### config.mk
export PLATFORM = sky130hd
export DESIGN_NAME = dfo_frame_overhead_control
export DESIGN_NICKNAME = d
export VERILOG_FILES = /design/src/logic/dfo_pkg.sv /design/src/logic/dfo_frame_overhead_control.sv
export SDC_FILE = /design/constraint.sdc
export NUM_CORES = 1
export LEC_CHECK = 0
export BUFFER_PORTS_ARGS = -buffer_cell sky130_fd_sc_hd__buf_2
export CORE_UTILIZATION = 45
export CTS_BUF_LIST = sky130_fd_sc_hd__clkbuf_16
export CTS_CLUSTER_SIZE = 28
export DETAILED_ROUTE_END_ITERATION = 8
export PLACE_DENSITY = 0.76
export SYNTH_ARGS = -nofsm -noshare
export SYNTH_HDL_FRONTEND = slang
export SYNTH_SLANG_ARGS = --single-unit
### constraint.sdc
create_clock -name mclk -period 1.8 [get_ports mclk]
set_input_delay 0.09 -clock mclk [delete_from_list [all_inputs] [get_ports mclk]]
set_output_delay 0.09 -clock mclk [all_outputs]
set_load 0.05 [all_outputs]
### src/logic/dfo_pkg.sv
package dfo_pkg;

    // Register indices; byte address is four times the index
    localparam logic [7:0] IDX_TX_FRAME_CONTROL = 8'hA8;
    localparam logic [7:0] IDX_TX_SYNC_FIRST    = 8'hA9;
    localparam logic [7:0] IDX_TX_SYNC_LAST     = 8'hAA;
    localparam logic [7:0] IDX_TX_OVERHEAD_ONE  = 8'hB1;
    localparam logic [7:0] IDX_TX_OVERHEAD_TWO  = 8'hB2;
    localparam logic [7:0] IDX_TX_OVERHEAD_THR  = 8'hB3;
    localparam logic [7:0] IDX_TX_OVERHEAD_FOUR = 8'hB4;
    localparam logic [7:0] IDX_RX_CONTROL       = 8'hC0;
    localparam logic [7:0] IDX_RX_TEST_CONTROL  = 8'hC1;
    localparam logic [7:0] IDX_RX_STATUS        = 8'hC8;
    localparam logic [7:0] IDX_CRC_COUNT        = 8'hC9;

    localparam logic [7:0] RESET_VALUE          = 8'h00;

    // Writable bit masks; reserved bits are kept at zero
    localparam logic [7:0] MASK_SYNC_LAST       = 8'h03;
    localparam logic [7:0] MASK_RX_CONTROL      = 8'h7F;
    localparam logic [7:0] MASK_RX_TEST         = 8'h02;

    // tx_frame_control fields
    localparam int TFC_PAYLOAD_FILL  = 0;
    localparam int TFC_FILL_LEVEL    = 1;
    localparam int TFC_SYNC_INHIBIT  = 2;
    localparam int TFC_SCRAM_EN      = 3;
    localparam int TFC_TX_POLY_DIR   = 4;
    localparam int TFC_DESCRAM_EN    = 5;
    localparam int TFC_RX_POLY_DIR   = 6;
    localparam int TFC_OVERHEAD_NML  = 7;

    // rx_control fields
    localparam int RXC_FRAME_CLR     = 0;
    localparam int RXC_RESYNC        = 1;
    localparam int RXC_STUFF_QUAL    = 2;
    localparam int RXC_DET_LEVEL     = 3;
    localparam int RXC_DET_CLEAR     = 4;
    localparam int RXC_CRC_CLEAR     = 5;
    localparam int RXC_AUTO_LOSS     = 6;

    // rx_test_control fields
    localparam int RXT_FIFO_BLOCK    = 1;
    localparam int RXT_DS1_HOLD      = 2;

    // rx_status fields
    localparam int RXS_FRAME_EVENT   = 0;
    localparam int RXS_SYNC_DETECT   = 2;
    localparam int RXS_FRAME_SYNC    = 3;
    localparam int RXS_PATTERN       = 6;

    localparam logic [3:0] DS1_HOLD_CYCLES = 4'h8;
    localparam logic [2:0] LOSS_FRAMES     = 3'h5;
    localparam logic [6:0] PATTERN_LEN     = 7'h40;
    localparam logic [4:0] SYNC_LEN        = 5'h0A;
    localparam logic [4:0] MAP_LEN         = 5'h1C;

    // Self-synchronising scrambler x^-23 + x^-k + 1
    localparam int SCRAM_LEN    = 23;
    localparam int TAP_TO_CENT  = 5;
    localparam int TAP_TO_REM   = 18;

    typedef enum logic [1:0] {FLD_PAYLOAD, FLD_OVERHEAD, FLD_SYNC, FLD_STUFF} dfo_field_t;
    typedef enum logic [1:0] {SY_HUNT, SY_CONFIRM, SY_LOCKED} dfo_sync_t;

endpackage

### src/logic/dfo_frame_overhead_control.sv
`timescale 1ns/1ps
module dfo_frame_overhead_control (
    input  wire logic               mclk,
    input  wire logic               nrst,
    input  wire logic               hsel,
    input  wire logic [31:0]        haddr,
    input  wire logic [1:0]         htrans,
    input  wire logic               hwrite,
    input  wire logic [2:0]         hsize,
    input  wire logic [31:0]        hwdata,
    input  wire logic               hready,
    output logic                    hreadyout,
    output logic                    hresp,
    output logic [31:0]             hrdata,
    input  wire logic               tx_in_valid,
    input  wire dfo_pkg::dfo_field_t tx_field,
    input  wire logic [4:0]         tx_index,
    input  wire logic               tx_in_bit,
    output logic                    tx_out_valid,
    output logic                    tx_out_bit,
    input  wire logic               rx_in_valid,
    input  wire logic               rx_in_bit,
    output logic                    rx_out_valid,
    output logic                    rx_out_bit,
    input  wire logic               rx_frame_end,
    input  wire logic               rx_fsw_ok,
    input  wire logic               rx_stuff_ok,
    input  wire logic               rx_crc_error,
    output logic                    rx_frame_sync,
    output logic                    rx_realign,
    output logic                    rx_frame_irq,
    output logic                    rx_fifo_write_block,
    output logic                    ds1_count_hold
);

    localparam int SCRAM_LEN_W = dfo_pkg::SCRAM_LEN;

    logic [7:0]              tx_frame_control;
    logic [7:0]              tx_sync_word_first;
    logic [7:0]              tx_sync_word_last;
    logic [7:0]              tx_overhead_one;
    logic [7:0]              tx_overhead_two;
    logic [7:0]              tx_overhead_three;
    logic [7:0]              tx_overhead_four;
    logic [7:0]              rx_control;
    logic [7:0]              rx_test_control;
    logic [7:0]              crc_error_counter;
    logic                    wr_pend;
    logic [7:0]              wr_idx;
    logic [SCRAM_LEN_W-1:0]  tx_scram;
    logic [SCRAM_LEN_W-1:0]  rx_scram;
    logic [6:0]              run_len;
    logic                    pattern_flag;
    logic                    frame_event;
    logic                    sync_detect;
    logic [2:0]              bad_frames;
    logic [3:0]              hold_cnt;
    dfo_pkg::dfo_sync_t      sync_state;
    dfo_pkg::dfo_sync_t      next_sync_state;

    // AHB-Lite slave: zero wait states, always OKAY
    wire        addr_take  = hsel && htrans[1] && hready;
    wire [7:0]  addr_idx   = haddr[9:2];
    wire [7:0]  wdat       = hwdata[7:0];
    wire        wr_frame   = wr_pend && (wr_idx == dfo_pkg::IDX_TX_FRAME_CONTROL);
    wire        wr_first   = wr_pend && (wr_idx == dfo_pkg::IDX_TX_SYNC_FIRST);
    wire        wr_last    = wr_pend && (wr_idx == dfo_pkg::IDX_TX_SYNC_LAST);
    wire        wr_oh1     = wr_pend && (wr_idx == dfo_pkg::IDX_TX_OVERHEAD_ONE);
    wire        wr_oh2     = wr_pend && (wr_idx == dfo_pkg::IDX_TX_OVERHEAD_TWO);
    wire        wr_oh3     = wr_pend && (wr_idx == dfo_pkg::IDX_TX_OVERHEAD_THR);
    wire        wr_oh4     = wr_pend && (wr_idx == dfo_pkg::IDX_TX_OVERHEAD_FOUR);
    wire        wr_rxc     = wr_pend && (wr_idx == dfo_pkg::IDX_RX_CONTROL);
    wire        wr_test    = wr_pend && (wr_idx == dfo_pkg::IDX_RX_TEST_CONTROL);
    wire        crc_clear  = wr_rxc && wdat[dfo_pkg::RXC_CRC_CLEAR];
    wire        det_clear  = wr_rxc && wdat[dfo_pkg::RXC_DET_CLEAR];
    wire        hold_start = wr_test && wdat[dfo_pkg::RXT_DS1_HOLD];

    wire [7:0]  rx_status  = {1'b0, pattern_flag, 2'b00, (sync_state == dfo_pkg::SY_LOCKED),
                              sync_detect, 1'b0, frame_event};

    logic [7:0] rd_mux;
    always_comb begin
        unique case (addr_idx)
            dfo_pkg::IDX_TX_FRAME_CONTROL: rd_mux = tx_frame_control;
            dfo_pkg::IDX_TX_SYNC_FIRST:    rd_mux = tx_sync_word_first;
            dfo_pkg::IDX_TX_SYNC_LAST:     rd_mux = tx_sync_word_last;
            dfo_pkg::IDX_TX_OVERHEAD_ONE:  rd_mux = tx_overhead_one;
            dfo_pkg::IDX_TX_OVERHEAD_TWO:  rd_mux = tx_overhead_two;
            dfo_pkg::IDX_TX_OVERHEAD_THR:  rd_mux = tx_overhead_three;
            dfo_pkg::IDX_TX_OVERHEAD_FOUR: rd_mux = tx_overhead_four;
            dfo_pkg::IDX_RX_CONTROL:       rd_mux = rx_control;
            dfo_pkg::IDX_RX_TEST_CONTROL:  rd_mux = rx_test_control;
            dfo_pkg::IDX_RX_STATUS:        rd_mux = rx_status;
            dfo_pkg::IDX_CRC_COUNT:        rd_mux = crc_error_counter;
            default:                       rd_mux = 8'h00;
        endcase
    end

    assign hreadyout = 1'b1;
    assign hresp     = 1'b0;

    always_ff @(posedge mclk or negedge nrst) begin
        if (!nrst) begin
            wr_pend <= 1'b0;
            wr_idx  <= 8'h00;
            hrdata  <= 32'h0000_0000;
        end else begin
            wr_pend <= addr_take && hwrite;
            wr_idx  <= addr_idx;
            hrdata  <= (addr_take && !hwrite) ? {24'h00_0000, rd_mux} : 32'h0000_0000;
        end
    end

    always_ff @(posedge mclk or negedge nrst) begin
        if (!nrst) begin
            tx_frame_control   <= dfo_pkg::RESET_VALUE;
            tx_sync_word_first <= dfo_pkg::RESET_VALUE;
            tx_sync_word_last  <= dfo_pkg::RESET_VALUE;
            tx_overhead_one    <= dfo_pkg::RESET_VALUE;
            tx_overhead_two    <= dfo_pkg::RESET_VALUE;
            tx_overhead_three  <= dfo_pkg::RESET_VALUE;
            tx_overhead_four   <= dfo_pkg::RESET_VALUE;
            rx_control         <= dfo_pkg::RESET_VALUE;
            rx_test_control    <= dfo_pkg::RESET_VALUE;
        end else begin
            if (wr_frame) tx_frame_control <= wdat;
            if (wr_first) tx_sync_word_first <= wdat;
            if (wr_last) tx_sync_word_last <= wdat & dfo_pkg::MASK_SYNC_LAST;
            if (wr_oh1) tx_overhead_one <= wdat;
            if (wr_oh2) tx_overhead_two <= wdat;
            if (wr_oh3) tx_overhead_three <= wdat;
            if (wr_oh4) tx_overhead_four <= wdat;
            if (wr_rxc) rx_control <= wdat & dfo_pkg::MASK_RX_CONTROL;
            if (wr_test) rx_test_control <= wdat & dfo_pkg::MASK_RX_TEST;
        end
    end

    // Transmit insertion
    wire fill_level   = tx_frame_control[dfo_pkg::TFC_FILL_LEVEL];
    wire payload_fill = tx_frame_control[dfo_pkg::TFC_PAYLOAD_FILL];
    wire sync_fill    = payload_fill && tx_frame_control[dfo_pkg::TFC_SYNC_INHIBIT];
    wire oh_fill      = payload_fill && (tx_frame_control[dfo_pkg::TFC_SYNC_INHIBIT]
                        || !tx_frame_control[dfo_pkg::TFC_OVERHEAD_NML]);

    wire [9:0]  sync_word = {tx_sync_word_first, tx_sync_word_last[1:0]};
    wire        sync_bit  = (tx_index < dfo_pkg::SYNC_LEN) ? sync_word[4'(4'd9 - tx_index[3:0])] : 1'b0;
    wire        stuff_bit = tx_overhead_four[2'(2'd3 - tx_index[1:0])];

    // EOC 24..1 then loss-of-signal, segment defect, segment anomaly, indicator
    wire [27:0] oh_map = {tx_overhead_three[7], tx_overhead_four[4], tx_overhead_four[6],
                          tx_overhead_three[5], tx_overhead_three[4:0], tx_overhead_two[7:6],
                          tx_overhead_four[7], tx_overhead_two[5:0], tx_overhead_one[7],
                          tx_overhead_four[5], tx_overhead_one[6:0], tx_overhead_three[6]};
    wire        oh_bit    = (tx_index < dfo_pkg::MAP_LEN) ? oh_map[tx_index] : tx_in_bit;

    logic src_bit;
    always_comb begin
        unique case (tx_field)
            dfo_pkg::FLD_PAYLOAD:  src_bit = payload_fill ? fill_level : tx_in_bit;
            dfo_pkg::FLD_OVERHEAD: src_bit = oh_fill ? fill_level : oh_bit;
            dfo_pkg::FLD_SYNC:     src_bit = sync_fill ? fill_level : sync_bit;
            dfo_pkg::FLD_STUFF:    src_bit = sync_fill ? fill_level : stuff_bit;
        endcase
    end

    // Sync word passes unscrambled; the scrambler feeds back its own output
    wire tx_tap     = tx_frame_control[dfo_pkg::TFC_TX_POLY_DIR] ? tx_scram[dfo_pkg::TAP_TO_CENT - 1]
                                                                : tx_scram[dfo_pkg::TAP_TO_REM - 1];
    wire tx_scr_on  = tx_frame_control[dfo_pkg::TFC_SCRAM_EN] && (tx_field != dfo_pkg::FLD_SYNC);
    wire next_tx_bit = tx_scr_on ? (src_bit ^ tx_scram[SCRAM_LEN_W-1] ^ tx_tap) : src_bit;

    always_ff @(posedge mclk or negedge nrst) begin
        if (!nrst) begin
            tx_out_valid <= 1'b0;
            tx_out_bit   <= 1'b0;
            tx_scram     <= '0;
        end else begin
            tx_out_valid <= tx_in_valid;
            if (tx_in_valid) tx_out_bit <= next_tx_bit;
            if (tx_in_valid && tx_field != dfo_pkg::FLD_SYNC) tx_scram <= {tx_scram[SCRAM_LEN_W-2:0], next_tx_bit};
        end
    end

    // Receive descrambler, shifts in the line bits
    wire rx_tap      = tx_frame_control[dfo_pkg::TFC_RX_POLY_DIR] ? rx_scram[dfo_pkg::TAP_TO_CENT - 1]
                                                                 : rx_scram[dfo_pkg::TAP_TO_REM - 1];
    wire next_rx_bit = tx_frame_control[dfo_pkg::TFC_DESCRAM_EN] ?
                       (rx_in_bit ^ rx_scram[SCRAM_LEN_W-1] ^ rx_tap) : rx_in_bit;

    // Pattern run length saturates at the pattern length
    wire       det_match    = next_rx_bit == rx_control[dfo_pkg::RXC_DET_LEVEL];
    wire [6:0] next_run_len = !det_match ? 7'h00 :
                              (run_len == dfo_pkg::PATTERN_LEN) ? run_len : 7'(run_len + 7'h01);
    wire       det_set      = rx_in_valid && (next_run_len == dfo_pkg::PATTERN_LEN);

    always_ff @(posedge mclk or negedge nrst) begin
        if (!nrst) begin
            rx_out_valid <= 1'b0;
            rx_out_bit   <= 1'b0;
            rx_scram     <= '0;
            run_len      <= 7'h00;
            pattern_flag <= 1'b0;
        end else begin
            rx_out_valid <= rx_in_valid;
            if (rx_in_valid) begin
                rx_out_bit <= next_rx_bit;
                rx_scram   <= {rx_scram[SCRAM_LEN_W-2:0], rx_in_bit};
                run_len    <= next_run_len;
            end
            if (det_set) pattern_flag <= 1'b1;
            else if (det_clear) pattern_flag <= 1'b0;
        end
    end

    // Frame sync acquisition and loss
    wire frame_good = rx_fsw_ok && (!rx_control[dfo_pkg::RXC_STUFF_QUAL] || rx_stuff_ok);
    wire auto_loss  = rx_control[dfo_pkg::RXC_AUTO_LOSS];
    wire resync     = rx_control[dfo_pkg::RXC_RESYNC];

    always_comb begin
        next_sync_state = sync_state;
        if (resync) begin
            next_sync_state = dfo_pkg::SY_HUNT;
        end else if (rx_frame_end) begin
            unique case (sync_state)
                dfo_pkg::SY_HUNT:    next_sync_state = frame_good ? dfo_pkg::SY_CONFIRM : dfo_pkg::SY_HUNT;
                dfo_pkg::SY_CONFIRM: next_sync_state = frame_good ? dfo_pkg::SY_LOCKED : dfo_pkg::SY_HUNT;
                dfo_pkg::SY_LOCKED: begin
                    if (!rx_fsw_ok && auto_loss && bad_frames == 3'(dfo_pkg::LOSS_FRAMES - 3'h1))
                        next_sync_state = dfo_pkg::SY_HUNT;
                end
                default:             next_sync_state = dfo_pkg::SY_HUNT;
            endcase
        end
    end

    wire frame_clr = rx_control[dfo_pkg::RXC_FRAME_CLR];

    always_ff @(posedge mclk or negedge nrst) begin
        if (!nrst) begin
            sync_state  <= dfo_pkg::SY_HUNT;
            bad_frames  <= 3'h0;
            frame_event <= 1'b0;
            sync_detect <= 1'b0;
        end else begin
            sync_state <= next_sync_state;
            if (next_sync_state != dfo_pkg::SY_LOCKED) bad_frames <= 3'h0;
            else if (rx_frame_end) bad_frames <= rx_fsw_ok ? 3'h0 : 3'(bad_frames + 3'h1);
            if (frame_clr) begin
                frame_event <= 1'b0;
                sync_detect <= 1'b0;
            end else if (rx_frame_end) begin
                frame_event <= 1'b1;
                sync_detect <= rx_fsw_ok;
            end
        end
    end

    assign rx_frame_sync       = sync_state == dfo_pkg::SY_LOCKED;
    assign rx_realign          = resync;
    assign rx_frame_irq        = frame_event && !frame_clr;
    assign rx_fifo_write_block = rx_test_control[dfo_pkg::RXT_FIFO_BLOCK];
    assign ds1_count_hold      = hold_cnt != 4'h0;

    // CRC error counter: an error in the clearing cycle still counts
    always_ff @(posedge mclk or negedge nrst) begin
        if (!nrst) begin
            crc_error_counter <= 8'h00;
            hold_cnt          <= 4'h0;
        end else begin
            if (crc_clear) crc_error_counter <= rx_crc_error ? 8'h01 : 8'h00;
            else if (rx_crc_error && crc_error_counter != 8'hFF)
                crc_error_counter <= 8'(crc_error_counter + 8'h01);
            if (hold_start) hold_cnt <= dfo_pkg::DS1_HOLD_CYCLES;
            else if (hold_cnt != 4'h0) hold_cnt <= 4'(hold_cnt - 4'h1);
        end
    end
endmodule // dfo_frame_overhead_control

## After elaboration in Yosys (flattened, before gate mapping)

Index checks and enable logic that the tools add are counted.

- $lt $le $gt $ge: 5
- Bitwise operators: 4
- Reductions and logical operators: 41
- Equality and inequality tests: 32
- Mux-type cells: 41
- Add/subtract/negate cells: 6

Operators with widths:

| operator | count |
|---|---|
| equality test 8 bit, second input constant | 20 |
| case mux 8 bit (11 select lines) | 1 |
| logical AND 1 bit | 26 |
| two-way mux 8 bit | 3 |
| two-way mux 1 bit | 21 |
| equality test 7 bit, second input constant | 2 |
| two-way mux 7 bit | 2 |
| nonzero test 2 bit | 5 |
| two-way mux 3 bit | 3 |
| adder 8 x 1 -> 8 bit, second input constant | 1 |
| two-way mux 2 bit | 4 |
| two-way mux 4 bit | 2 |
| != test 8 bit, second input constant | 1 |
| adder 7 x 1 -> 7 bit, second input constant | 1 |
| equality test 2 bit, second input constant | 3 |
| < comparator 5 x 6 -> 1 bit, second input constant | 1 |
| case mux 2 bit (3 select lines) | 1 |
| binary-select mux 1 bit (select 5 bit) | 1 |
| zero test 1 bit | 5 |
| < comparator 4 x 5 -> 1 bit, second input constant | 1 |
| < comparator 5 x 4 -> 1 bit, second input constant | 1 |
| < comparator 5 bit, second input constant | 1 |
| binary-select mux 1 bit (select 4 bit) | 1 |
| equality test 2 x 1 -> 1 bit, second input constant | 2 |
| 14 further kinds | 20 |

- Word-level logic and storage cells: 155
- Bits of input ports: 89
- Output and inout bits: 43
- Flip-flop bits (word level): 152

## Logic depth before layout (Yosys ltp)

Gate-level depths: netlist (run 1).

- Word-level depth: 9
- Depth in mapped cells: 9
- Mapped depth without buffers: 8

## Worst setup path before layout (run 1)

No wires, ideal clock.

- Kind: input -> register
- Start point: input tx_index[1]
- End point: register tx_out_bit
- Data required time: 1.710 ns
- Data arrival time: 2.046 ns
- Stages: 9
- Setup slack: -0.336 ns
- Buffers on the path: 1
- Library setup time: 0.090 ns
- Cells stage by stage: clkbuf_1 > inv_2 > ha_1 > mux4_2 > mux2i_1 > nor3_1 > or4b_1 > mux2_2 > o2111ai_1

- Word-level cells in the longest chain between the ends: 9
- Elaborated cells on any way between the ends: 19
- Classes of those cells: add/sub: 2; order compare: 2; mux: 13; bitwise: 2

RTL lines:

| item | RTL line | text |
|---|---|---|
| from (decl) | dfo_frame_overhead_control.sv:17 | `input wire logic [4:0] tx_index,` |
| subtractor 4 bit | dfo_frame_overhead_control.sv:146 | `wire sync_bit = (tx_index < dfo_pkg::SYNC_LEN) ? sync_word[4'(4'd9 - tx_index[3:0])] : 1'b0;` |
| binary-select mux 1 bit (select 4 bit) | dfo_frame_overhead_control.sv:146 |  |
| two-way mux 1 bit (implied by the code) | dfo_frame_overhead_control.sv:146 |  |
| two-way mux 1 bit | dfo_frame_overhead_control.sv:146 |  |
| two-way mux 1 bit | dfo_frame_overhead_control.sv:161 | `dfo_pkg::FLD_SYNC: src_bit = sync_fill ? fill_level : sync_bit;` |
| case mux 1 bit (4 select lines) * | dfo_frame_overhead_control.sv:158 | `unique case (tx_field)` |
| XOR 1 bit (2 in series) | dfo_frame_overhead_control.sv:170 | `wire next_tx_bit = tx_scr_on ? (src_bit ^ tx_scram[SCRAM_LEN_W-1] ^ tx_tap) : src_bit;` |
| two-way mux 1 bit * | dfo_frame_overhead_control.sv:170 |  |
| to (signal assigned) | dfo_frame_overhead_control.sv:179 | `if (tx_in_valid) tx_out_bit <= next_tx_bit;` |
| to (decl) | dfo_frame_overhead_control.sv:20 | `output logic tx_out_bit,` |

Mark *: on every way between the ends. The rest lies on a longest branch, timed or not. The select of a mux whose other input is x is not followed.
A chain may end at the register's enable or synchronous reset.

## Worst setup path after layout (run 1)

- Start point: register tx_sync_word_first[2]
- End point: register tx_out_bit

- Word-level cells in the longest chain between the ends: 8

RTL lines:

| item | RTL line | text |
|---|---|---|
| from (decl) | dfo_frame_overhead_control.sv:39 | `logic [7:0] tx_sync_word_first;` |
| from (signal assigned) | dfo_frame_overhead_control.sv:117 | `tx_sync_word_first <= dfo_pkg::RESET_VALUE;` |
| from (signal assigned) | dfo_frame_overhead_control.sv:127 | `if (wr_first) tx_sync_word_first <= wdat;` |
| binary-select mux 1 bit (select 4 bit) * | dfo_frame_overhead_control.sv:146 |  |
| two-way mux 1 bit (implied by the code) * | dfo_frame_overhead_control.sv:146 |  |
| two-way mux 1 bit * | dfo_frame_overhead_control.sv:146 |  |
| two-way mux 1 bit * | dfo_frame_overhead_control.sv:161 |  |
| case mux 1 bit (4 select lines) * | dfo_frame_overhead_control.sv:158 |  |
| XOR 1 bit (2 in series) | dfo_frame_overhead_control.sv:170 |  |
| two-way mux 1 bit * | dfo_frame_overhead_control.sv:170 |  |

Marked as above.

==> impl_results.md, run 1 <==
* Clock latency on the worst-skew pair at 0.43 ns
* Maximum fanout along the worst path at 2
* CTS Buffer Depth at 2
* Worst r2r src: tx_sync_word_first[2]$_DFFE_PN0P_
* GR peak layer: met2
* Core Rows at 46
* Sequential power share at 0.456
* Rel. slew slack at 0.647
* PortBufs at 53
* Final std cells w/o fill at 1,007
* Peak VDD IR at 0.759 mV
* First-pass GRT wire length at 27.4 mm
* Worst hold path class: in -> reg
* Dpl cells at 949
* Ant diodes at 0
* Vias/cell at 5.51
* Mean Syn Cell Area at 11.6 sq um
* CTS tree: built
* Status: complete, but fails checks
* Switch Pwr at 3.04 mW
* Critical-path top delay cell: mux4_2
* DRT iter0 DRCs at 411
* Number of max-cap violations at 0
* Crit start category: flop
* Layout cell share with drive strength beyond 1 at 0.292
* Critical path arrival at 2.44 ns
* GR Util All Layers at 0.214
* Post-Synth Adder-Cell Area at 0.0134
* Starting Density at 0.465
* Yosys reg bits at 152
* Pin count of the biggest net entering global routing at 50
* Worst Hold Path Cells at 2
* Final ANT Viol Nets at 0
* Max Fclk at 476 MHz
* Yosys top cell area share at 0.510
* Cell count after synthesis at 642
* Root buffer cell: clkbuf_16
* Int Pwr at 7.04 mW
* Hold_ws at 0.00781 ns
* Post-synthesis cell area at 0.00746 sq mm
* Tot Pwr at 10.1 mW
* Die X at 131 um
* DR vias at 5,547
* Setup ws final at -0.300 ns
* DRT Pass-1 Iters at 6
* Met1 Use GR at 0.273
* Total gr overflow at 0
* Pre-CTS WS at -0.236 ns
* Violated checks: negative setup slack
* Final hold viol count at 0
* DR WL/cell at 17.4 um
* Ranking of synthesized cells by area: dfrtp_1, mux2_1, mux2_2
* Slew @ Worst Pin at 0.528 ns
* Filler cells at 1,350
* Met2 Usage GRT at 0.353
* Layout net count at 875
* Area leader, netlist: dfrtp_1
* Worst path cell trace: mux4_2, mux2i_2, nor3_2, or4b_1, mux2_4, o2111ai_2
* Final setup fails at 2
* Most common library cells after synthesis: dfrtp_1, mux2_1, nand2_1, nor2_1, mux2_2
* Post-synth EDFFs at 0
* Die height at 131 um
* TritonCTS Buffers at 17
* Delay of the slowest cell on the worst path at 0.50 ns
* Pwr dens at 1090 mW/mm^2
* Combinational family with the most area after synthesis: multiplexers
* Vias in the first global route at 5,464
* Met3 Track Usage GR at 0.0480
* Worst Setup End Kind: flop
* FF-to-FF path depth at 6
* Residual DRC count at 0
* XOR/XNOR Fraction of Synth Area at 0.0196
* Dpl cell area at 0.00831 sq mm
* Mux cell area share after synthesis at 0.198
* Initial antenna violation count at 0
* Die ar. at 0.0171 sq mm
* Sink Count at 152
* Worst reg2reg path endpoint: tx_out_bit$_DFFE_PN0P_
* Netlist cell types at 66
* Post-synthesis sequential area ratio at 0.510
* Layout Utilization at 0.578
* Post-Synth Simple-Gate Area at 0.129
* Final Instance Area at 0.00928 sq mm
* Crit path kind: reg -> reg
* Worst Hold Launch: hwdata[5]
* CTS clk-pin slew, worst paths at 0.07 ns
* Clk_skew at 0.0101 ns
* Sw frac at 0.301
* Commonest register cell after synthesis: dfrtp_1
* Final period utilization at 1.17
* I/O Pins at 132
* Most frequent cell after synthesis: dfrtp_1
* P&R area growth vs syn at 24.3%
* R2R setup slack at -0.30 ns
* Setup TNS at -0.565 ns
* RePlAce Congestion at 0.844
* Final min period at 2.10 ns
* Hpwl dp at 12.5 mm
* Core Region at 0.0161 sq mm
* Worst Path Required at 2.14 ns
* Post-synth ARST share at 1.00
* Clock power frac at 0.346
* Compound-Gate Fraction of Synth Area at 0.0840
* Final WL at 17.5 mm
* Max Slew Vio Count at 0
* Yosys warnings at 0
* Hold EP: tx_overhead_one[5]$_DFFE_PN0P_
* RSZ-0062 raised after global routing: true
* Combinational share of power at 0.198
* Lkg Pwr at 4.19 nW
* H-tree levels at 4
-- repair_timing --
action	CTS	global route
gates resized for setup	1	31
pin swaps	0	8
hold buffers	21	3
setup endpoints to repair	2	47
endpoints found under the hold margin	106	3
setup buffers	1	4
-- worst max-delay path, delay by kind of cell (launching register included) --
kind             cells  cell delay [ns]
AO/OA/AOI/OAI        1             0.09
multiplexers         3             1.00
AND/OR/NAND/NOR      2             0.54
flip-flops           1             0.39
-- cells by family (layout without fill, tap and decap cells) --
| kind of cell | Yosys count | count (layout) |
|---|---|---|
| adder cells (fa/ha/maj) | 8 | 8 |
| AND/OR/NAND/NOR | 189 | 189 |
| XOR/XNOR | 15 | 15 |
| multiplexers | 124 | 124 |
| buffers and inverters | 62 | 187 |
| flip-flops | 152 | 152 |
| other | 2 | 26 |
| AO/OA/AOI/OAI | 90 | 90 |
-- worst max path at each step --
| stage | cells after the start | slack (ns) | endpoint | from |
|---|---|---|---|---|
| 2_1_floorplan | 6 | -0.11 | tx_out_bit$_DFFE_PN0P_ | tx_sync_word_first[2]$_DFFE_PN0P_ |
| 3_3_place_gp | 7 | -0.17 | tx_out_bit$_DFFE_PN0P_ | tx_index[0] |
| 3_5_place_dp | 6 | -0.24 | tx_out_bit$_DFFE_PN0P_ | tx_sync_word_first[2]$_DFFE_PN0P_ |
| 4_1_cts | 6 | -0.22 | tx_out_bit$_DFFE_PN0P_ | tx_sync_word_first[2]$_DFFE_PN0P_ |
| 5_1_grt | 6 | -0.35 | tx_out_bit$_DFFE_PN0P_ | tx_sync_word_first[2]$_DFFE_PN0P_ |
| 6_report | 6 | -0.30 | tx_out_bit$_DFFE_PN0P_ | tx_sync_word_first[2]$_DFFE_PN0P_ |
-- power groups by stage --
stage	Combinational [mW]	Clock, mW	Sequential, mW
6_report	1.99	3.49	4.60
5_1_grt	2.20	3.70	4.68
4_1_cts	1.96	3.57	4.58
3_5_place_dp	1.91	0	4.65
3_3_place_gp	1.84	0	4.60
2_1_floorplan	1.38	0	4.56
-- cells in the final DEF (no fill, tap or decap), drive strengths merged, types with 5 or more instances in the layout --
| cell type | synthesis | final |
|---|---|---|
| dlygate4sd3 | 0 | 21 |
| a22oi | 12 | 12 |
| nand3 | 15 | 15 |
| o22ai | 5 | 5 |
| a21oi | 22 | 22 |
| and3 | 8 | 8 |
| inv | 16 | 24 |
| buf | 30 | 114 |
| a22o | 5 | 5 |
| mux4 | 8 | 8 |
| ha | 8 | 8 |
| o21ai | 12 | 12 |
| o211ai | 5 | 5 |
| xnor2 | 10 | 10 |
| conb | 2 | 26 |
| dfrtp | 152 | 152 |
| nor3 | 6 | 6 |
| nor2b | 12 | 12 |
| mux2 | 101 | 101 |
| clkbuf | 16 | 18 |
| mux2i | 15 | 15 |
| nor2 | 46 | 46 |
| and2 | 9 | 9 |
| nand4 | 5 | 5 |
| nor3b | 5 | 5 |
| nand2 | 54 | 54 |
| clkinv | 0 | 5 |
-- registers in the layout, summed over array words and instances (netlist names), 2 cells and up --
signal	count
run_len	7
tx_overhead_one	8
tx_overhead_three	8
tx_overhead_two	8
hrdata	8
tx_frame_control	8
rx_scram	23
tx_overhead_four	8
sync_state	2
tx_scram	23
crc_error_counter	8
tx_sync_word_last	2
wr_idx	8
hold_cnt	4
bad_frames	3
tx_sync_word_first	8
rx_control	7
-- metal layers --
metal / vias to the layer above / share of wire
met3: 46 / 0.048
li1: 2557 / -
met1: 2773 / 0.44
met2: 171 / 0.48
met5: - / 0
met4: 0 / 0.031
-- layout make-up --
cell class,count,area (sq um),area share
sequential,152,3810,0.410
tap,216,270,0.0291
clock inverter,15,159,0.0171
inverter,16,60.1,0.00647
clock buffer,17,425,0.0458
timing repair buffer,139,1030,0.111
multi-input combinational,452,3530,0.380
No activity file was read; power rests on OpenSTA's default activity.
==> run 2: changes to the inputs <==
--- a/config.mk
+++ b/config.mk
@@ -10,7 +10,7 @@
 export CTS_BUF_LIST = sky130_fd_sc_hd__clkbuf_16
 export CTS_CLUSTER_SIZE = 28
 export DETAILED_ROUTE_END_ITERATION = 8
-export PLACE_DENSITY = 0.76
+export PLACE_DENSITY = 0.69
 export SYNTH_ARGS = -nofsm -noshare
 export SYNTH_HDL_FRONTEND = slang
 export SYNTH_SLANG_ARGS = --single-unit
==> run 2 against run 1 <==
  * Via count rose by 0.45%
  * Non-clock buffer count rose by 9
  * Combinational power is essentially flat
  * Total power rose by 1.5%
  * The flow still finishes with violations (negative setup slack)
  * Largest cell class unchanged
==> impl_results.md, run 2 (synthesized netlist as in run 1, its figures left out) <==
* Commonest non-fill, non-tap cell in the layout: dfrtp_1
* Total gr overflow at 0 (unchanged)
* Initial antenna violation count at 0 (unchanged)
* Peak VDD IR at 0.718 mV (-5.3%)
* TritonCTS Buffers at 17 (unchanged)
* Area of the multi-input gates at 0.00352 sq mm (-0.28%)
* Biggest regs: rx_scram (23), tx_scram (23)
* CTS Buffer Depth at 2 (unchanged)
* Sink Count at 152 (unchanged)
* Worst Hold Launch: haddr[7]
* Core Rows at 46 (unchanged)
* Clk_skew at 0.00867 ns (-0.00145 ns)
* Lkg Pwr at 4.24 nW (+1.2%)
* Die ar. at 0.0171 sq mm (unchanged)
* First-pass GRT wire length at 28.9 mm (+5.2%)
* Setup ws final at -0.217 ns (+0.0824 ns)
* DR vias at 5,572 (+0.45%)
* Maximum fanout along the worst path at 2 (unchanged)
* Max Fclk at 496 MHz (+4.1%)
* Vias/cell at 5.49 (-0.34%)
* Combinational share of power at 0.197 (about the same)
* Register area at 0.00381 sq mm (unchanged)
* Clock power frac at 0.352 (+0.006)
* Int Pwr at 7.28 mW (+3.3%)
* Status: complete, but fails checks
* Final WL at 18.0 mm (+2.5%)
* Layout Utilization at 0.582 (+0.00429)
* Final min period at 2.02 ns (-0.0824 ns)
* Ant diodes at 0 (unchanged)
* Final Instance Area at 0.00935 sq mm (+0.74%)
* DRT Pass-1 Iters at 5 (-1)
* Filler cells at 1,324 (-1.9%)
* Worst hold path class: in -> reg
* DR WL/cell at 17.7 um (+1.7%)
* Switch Pwr at 2.96 mW (-2.6%)
* Die height at 131 um (unchanged)
* Clock latency on the worst-skew pair at 0.42 ns (about the same)
* P&R area growth vs syn at 25.3%
* Root buffer cell: clkbuf_16
* Core Region at 0.0161 sq mm (unchanged)
* RePlAce Congestion at 0.916 (+8.6%)
* PortBufs at 53 (unchanged)
* Crit start category: flop
* H-tree levels at 4 (unchanged)
* Worst r2r src: tx_sync_word_first[1]$_DFFE_PN0P_
* Pin count of the biggest net entering global routing at 48 (-4.0%)
* Sequential power share at 0.451 (-0.005)
* RSZ-0062 raised after global routing: true
* Critical path arrival at 2.35 ns (-0.09 ns)
* Layout net count at 884 (+1.0%)
* Commonest non-fill, non-tap cells in the layout: dfrtp_1, buf_4, mux2_1
* Max Slew Vio Count at 0 (unchanged)
* Hpwl dp at 13.0 mm (+4.5%)
* Final setup fails at 2 (unchanged)
* Final hold viol count at 0 (unchanged)
* Die X at 131 um (unchanged)
* Final period utilization at 1.12 (-0.0458)
* Number of max-cap violations at 0 (unchanged)
* Setup TNS at -0.375 ns (+0.190 ns)
* Crit path kind: reg -> reg
* CTS tree: built
* CTS clk-pin slew, worst paths at 0.06 ns (about the same)
* Layout cell share with drive strength beyond 1 at 0.297 (+0.00459)
* DRT iter0 DRCs at 311 (-24%)
* Tot Pwr at 10.2 mW (+1.5%)
* Worst Path Required at 2.13 ns (about the same)
* Residual DRC count at 0 (unchanged)
* Worst Setup End Kind: flop
* Vias in the first global route at 5,669 (+3.8%)
* I/O Pins at 132 (unchanged)
* Final ANT Viol Nets at 0 (unchanged)
* Starting Density at 0.465 (unchanged)
* Violated checks: negative setup slack
* GR Util All Layers at 0.226 (+0.0119)
* Pwr dens at 1090 mW/mm^2 (+0.77%)
* Sw frac at 0.289 (-0.0124)
* Dpl cell area at 0.00838 sq mm (+0.81%)
* Pre-CTS WS at -0.227 ns (+0.00919 ns)
* CP startpoint: tx_sync_word_first[1]$_DFFE_PN0P_
run 2: cell type report:
class,instances,share of cell area
clock buffer,17,0.0455
clock inverter,14,0.0186
inverter,16,0.00642
multi-input combinational,452,0.376
sequential,152,0.407
tap,216,0.0289
timing repair buffer,148,0.117
run 2: routing by layer:
metal	vias up	track usage	share of wire	wire length, um
li1	2561	-	-	-
met1	2777	0.274	0.41	7430
met2	188	0.389	0.50	9050
met3	46	0.0456	0.052	935
met4	0	0.100	0.031	551
met5	-	0	0	0
run 2: worst paths after layout:
path / end / slack (ns) / cells past startpoint
max: tx_out_bit$_DFFE_PN0P_ / -0.22 / 6
min: wr_idx[5]$_DFF_PN0_ / 0.006 / 2
max reg2reg: tx_out_bit$_DFFE_PN0P_ / -0.22 / 6
min reg2reg: rx_scram[20]$_DFFE_PN0P_ / 0.48 / 1
max in group asynchronous: tx_scram[5]$_DFFE_PN0P_ / 0.90 / 3
min in group asynchronous: bad_frames[0]$_DFFE_PN0P_ / 0.16 / 2
run 2: repair_timing:
item                                    in CTS  in global routing
pin swaps                                    0                  7
buffers inserted                             0                  5
gates resized for setup                      0                 31
hold endpoints to repair                   145                  1
endpoints found under the setup margin       2                 50
hold buffers                                22                  1
run 2: critical path, cell delays in order (launching register included):
cell       delay [ns]
dfrtp_1          0.39
mux4_2           0.47
mux2i_1          0.14
nor3_1           0.08
or4b_1           0.47
mux2_4           0.28
o2111ai_1        0.10
run 2: power by group through the flow:
stage / sequential [mW] / clock (mW) / combinational, mW
after floorplan: 4.56 / 0 / 1.38
after global placement: 4.59 / 0 / 1.85
after detailed placement: 4.65 / 0 / 1.95
after CTS: 4.60 / 3.69 / 2.00
after global routing: 4.72 / 3.83 / 2.24
final: 4.61 / 3.61 / 2.01
run 2: stage by stage:
stage,instances,hold slack (ns)
after global routing,1015,0.00711
after CTS,1011,0.00170
after global placement,958,0.0394
final,1015,0.00591
after detailed placement,958,0.0415
after floorplan,666,-0.206
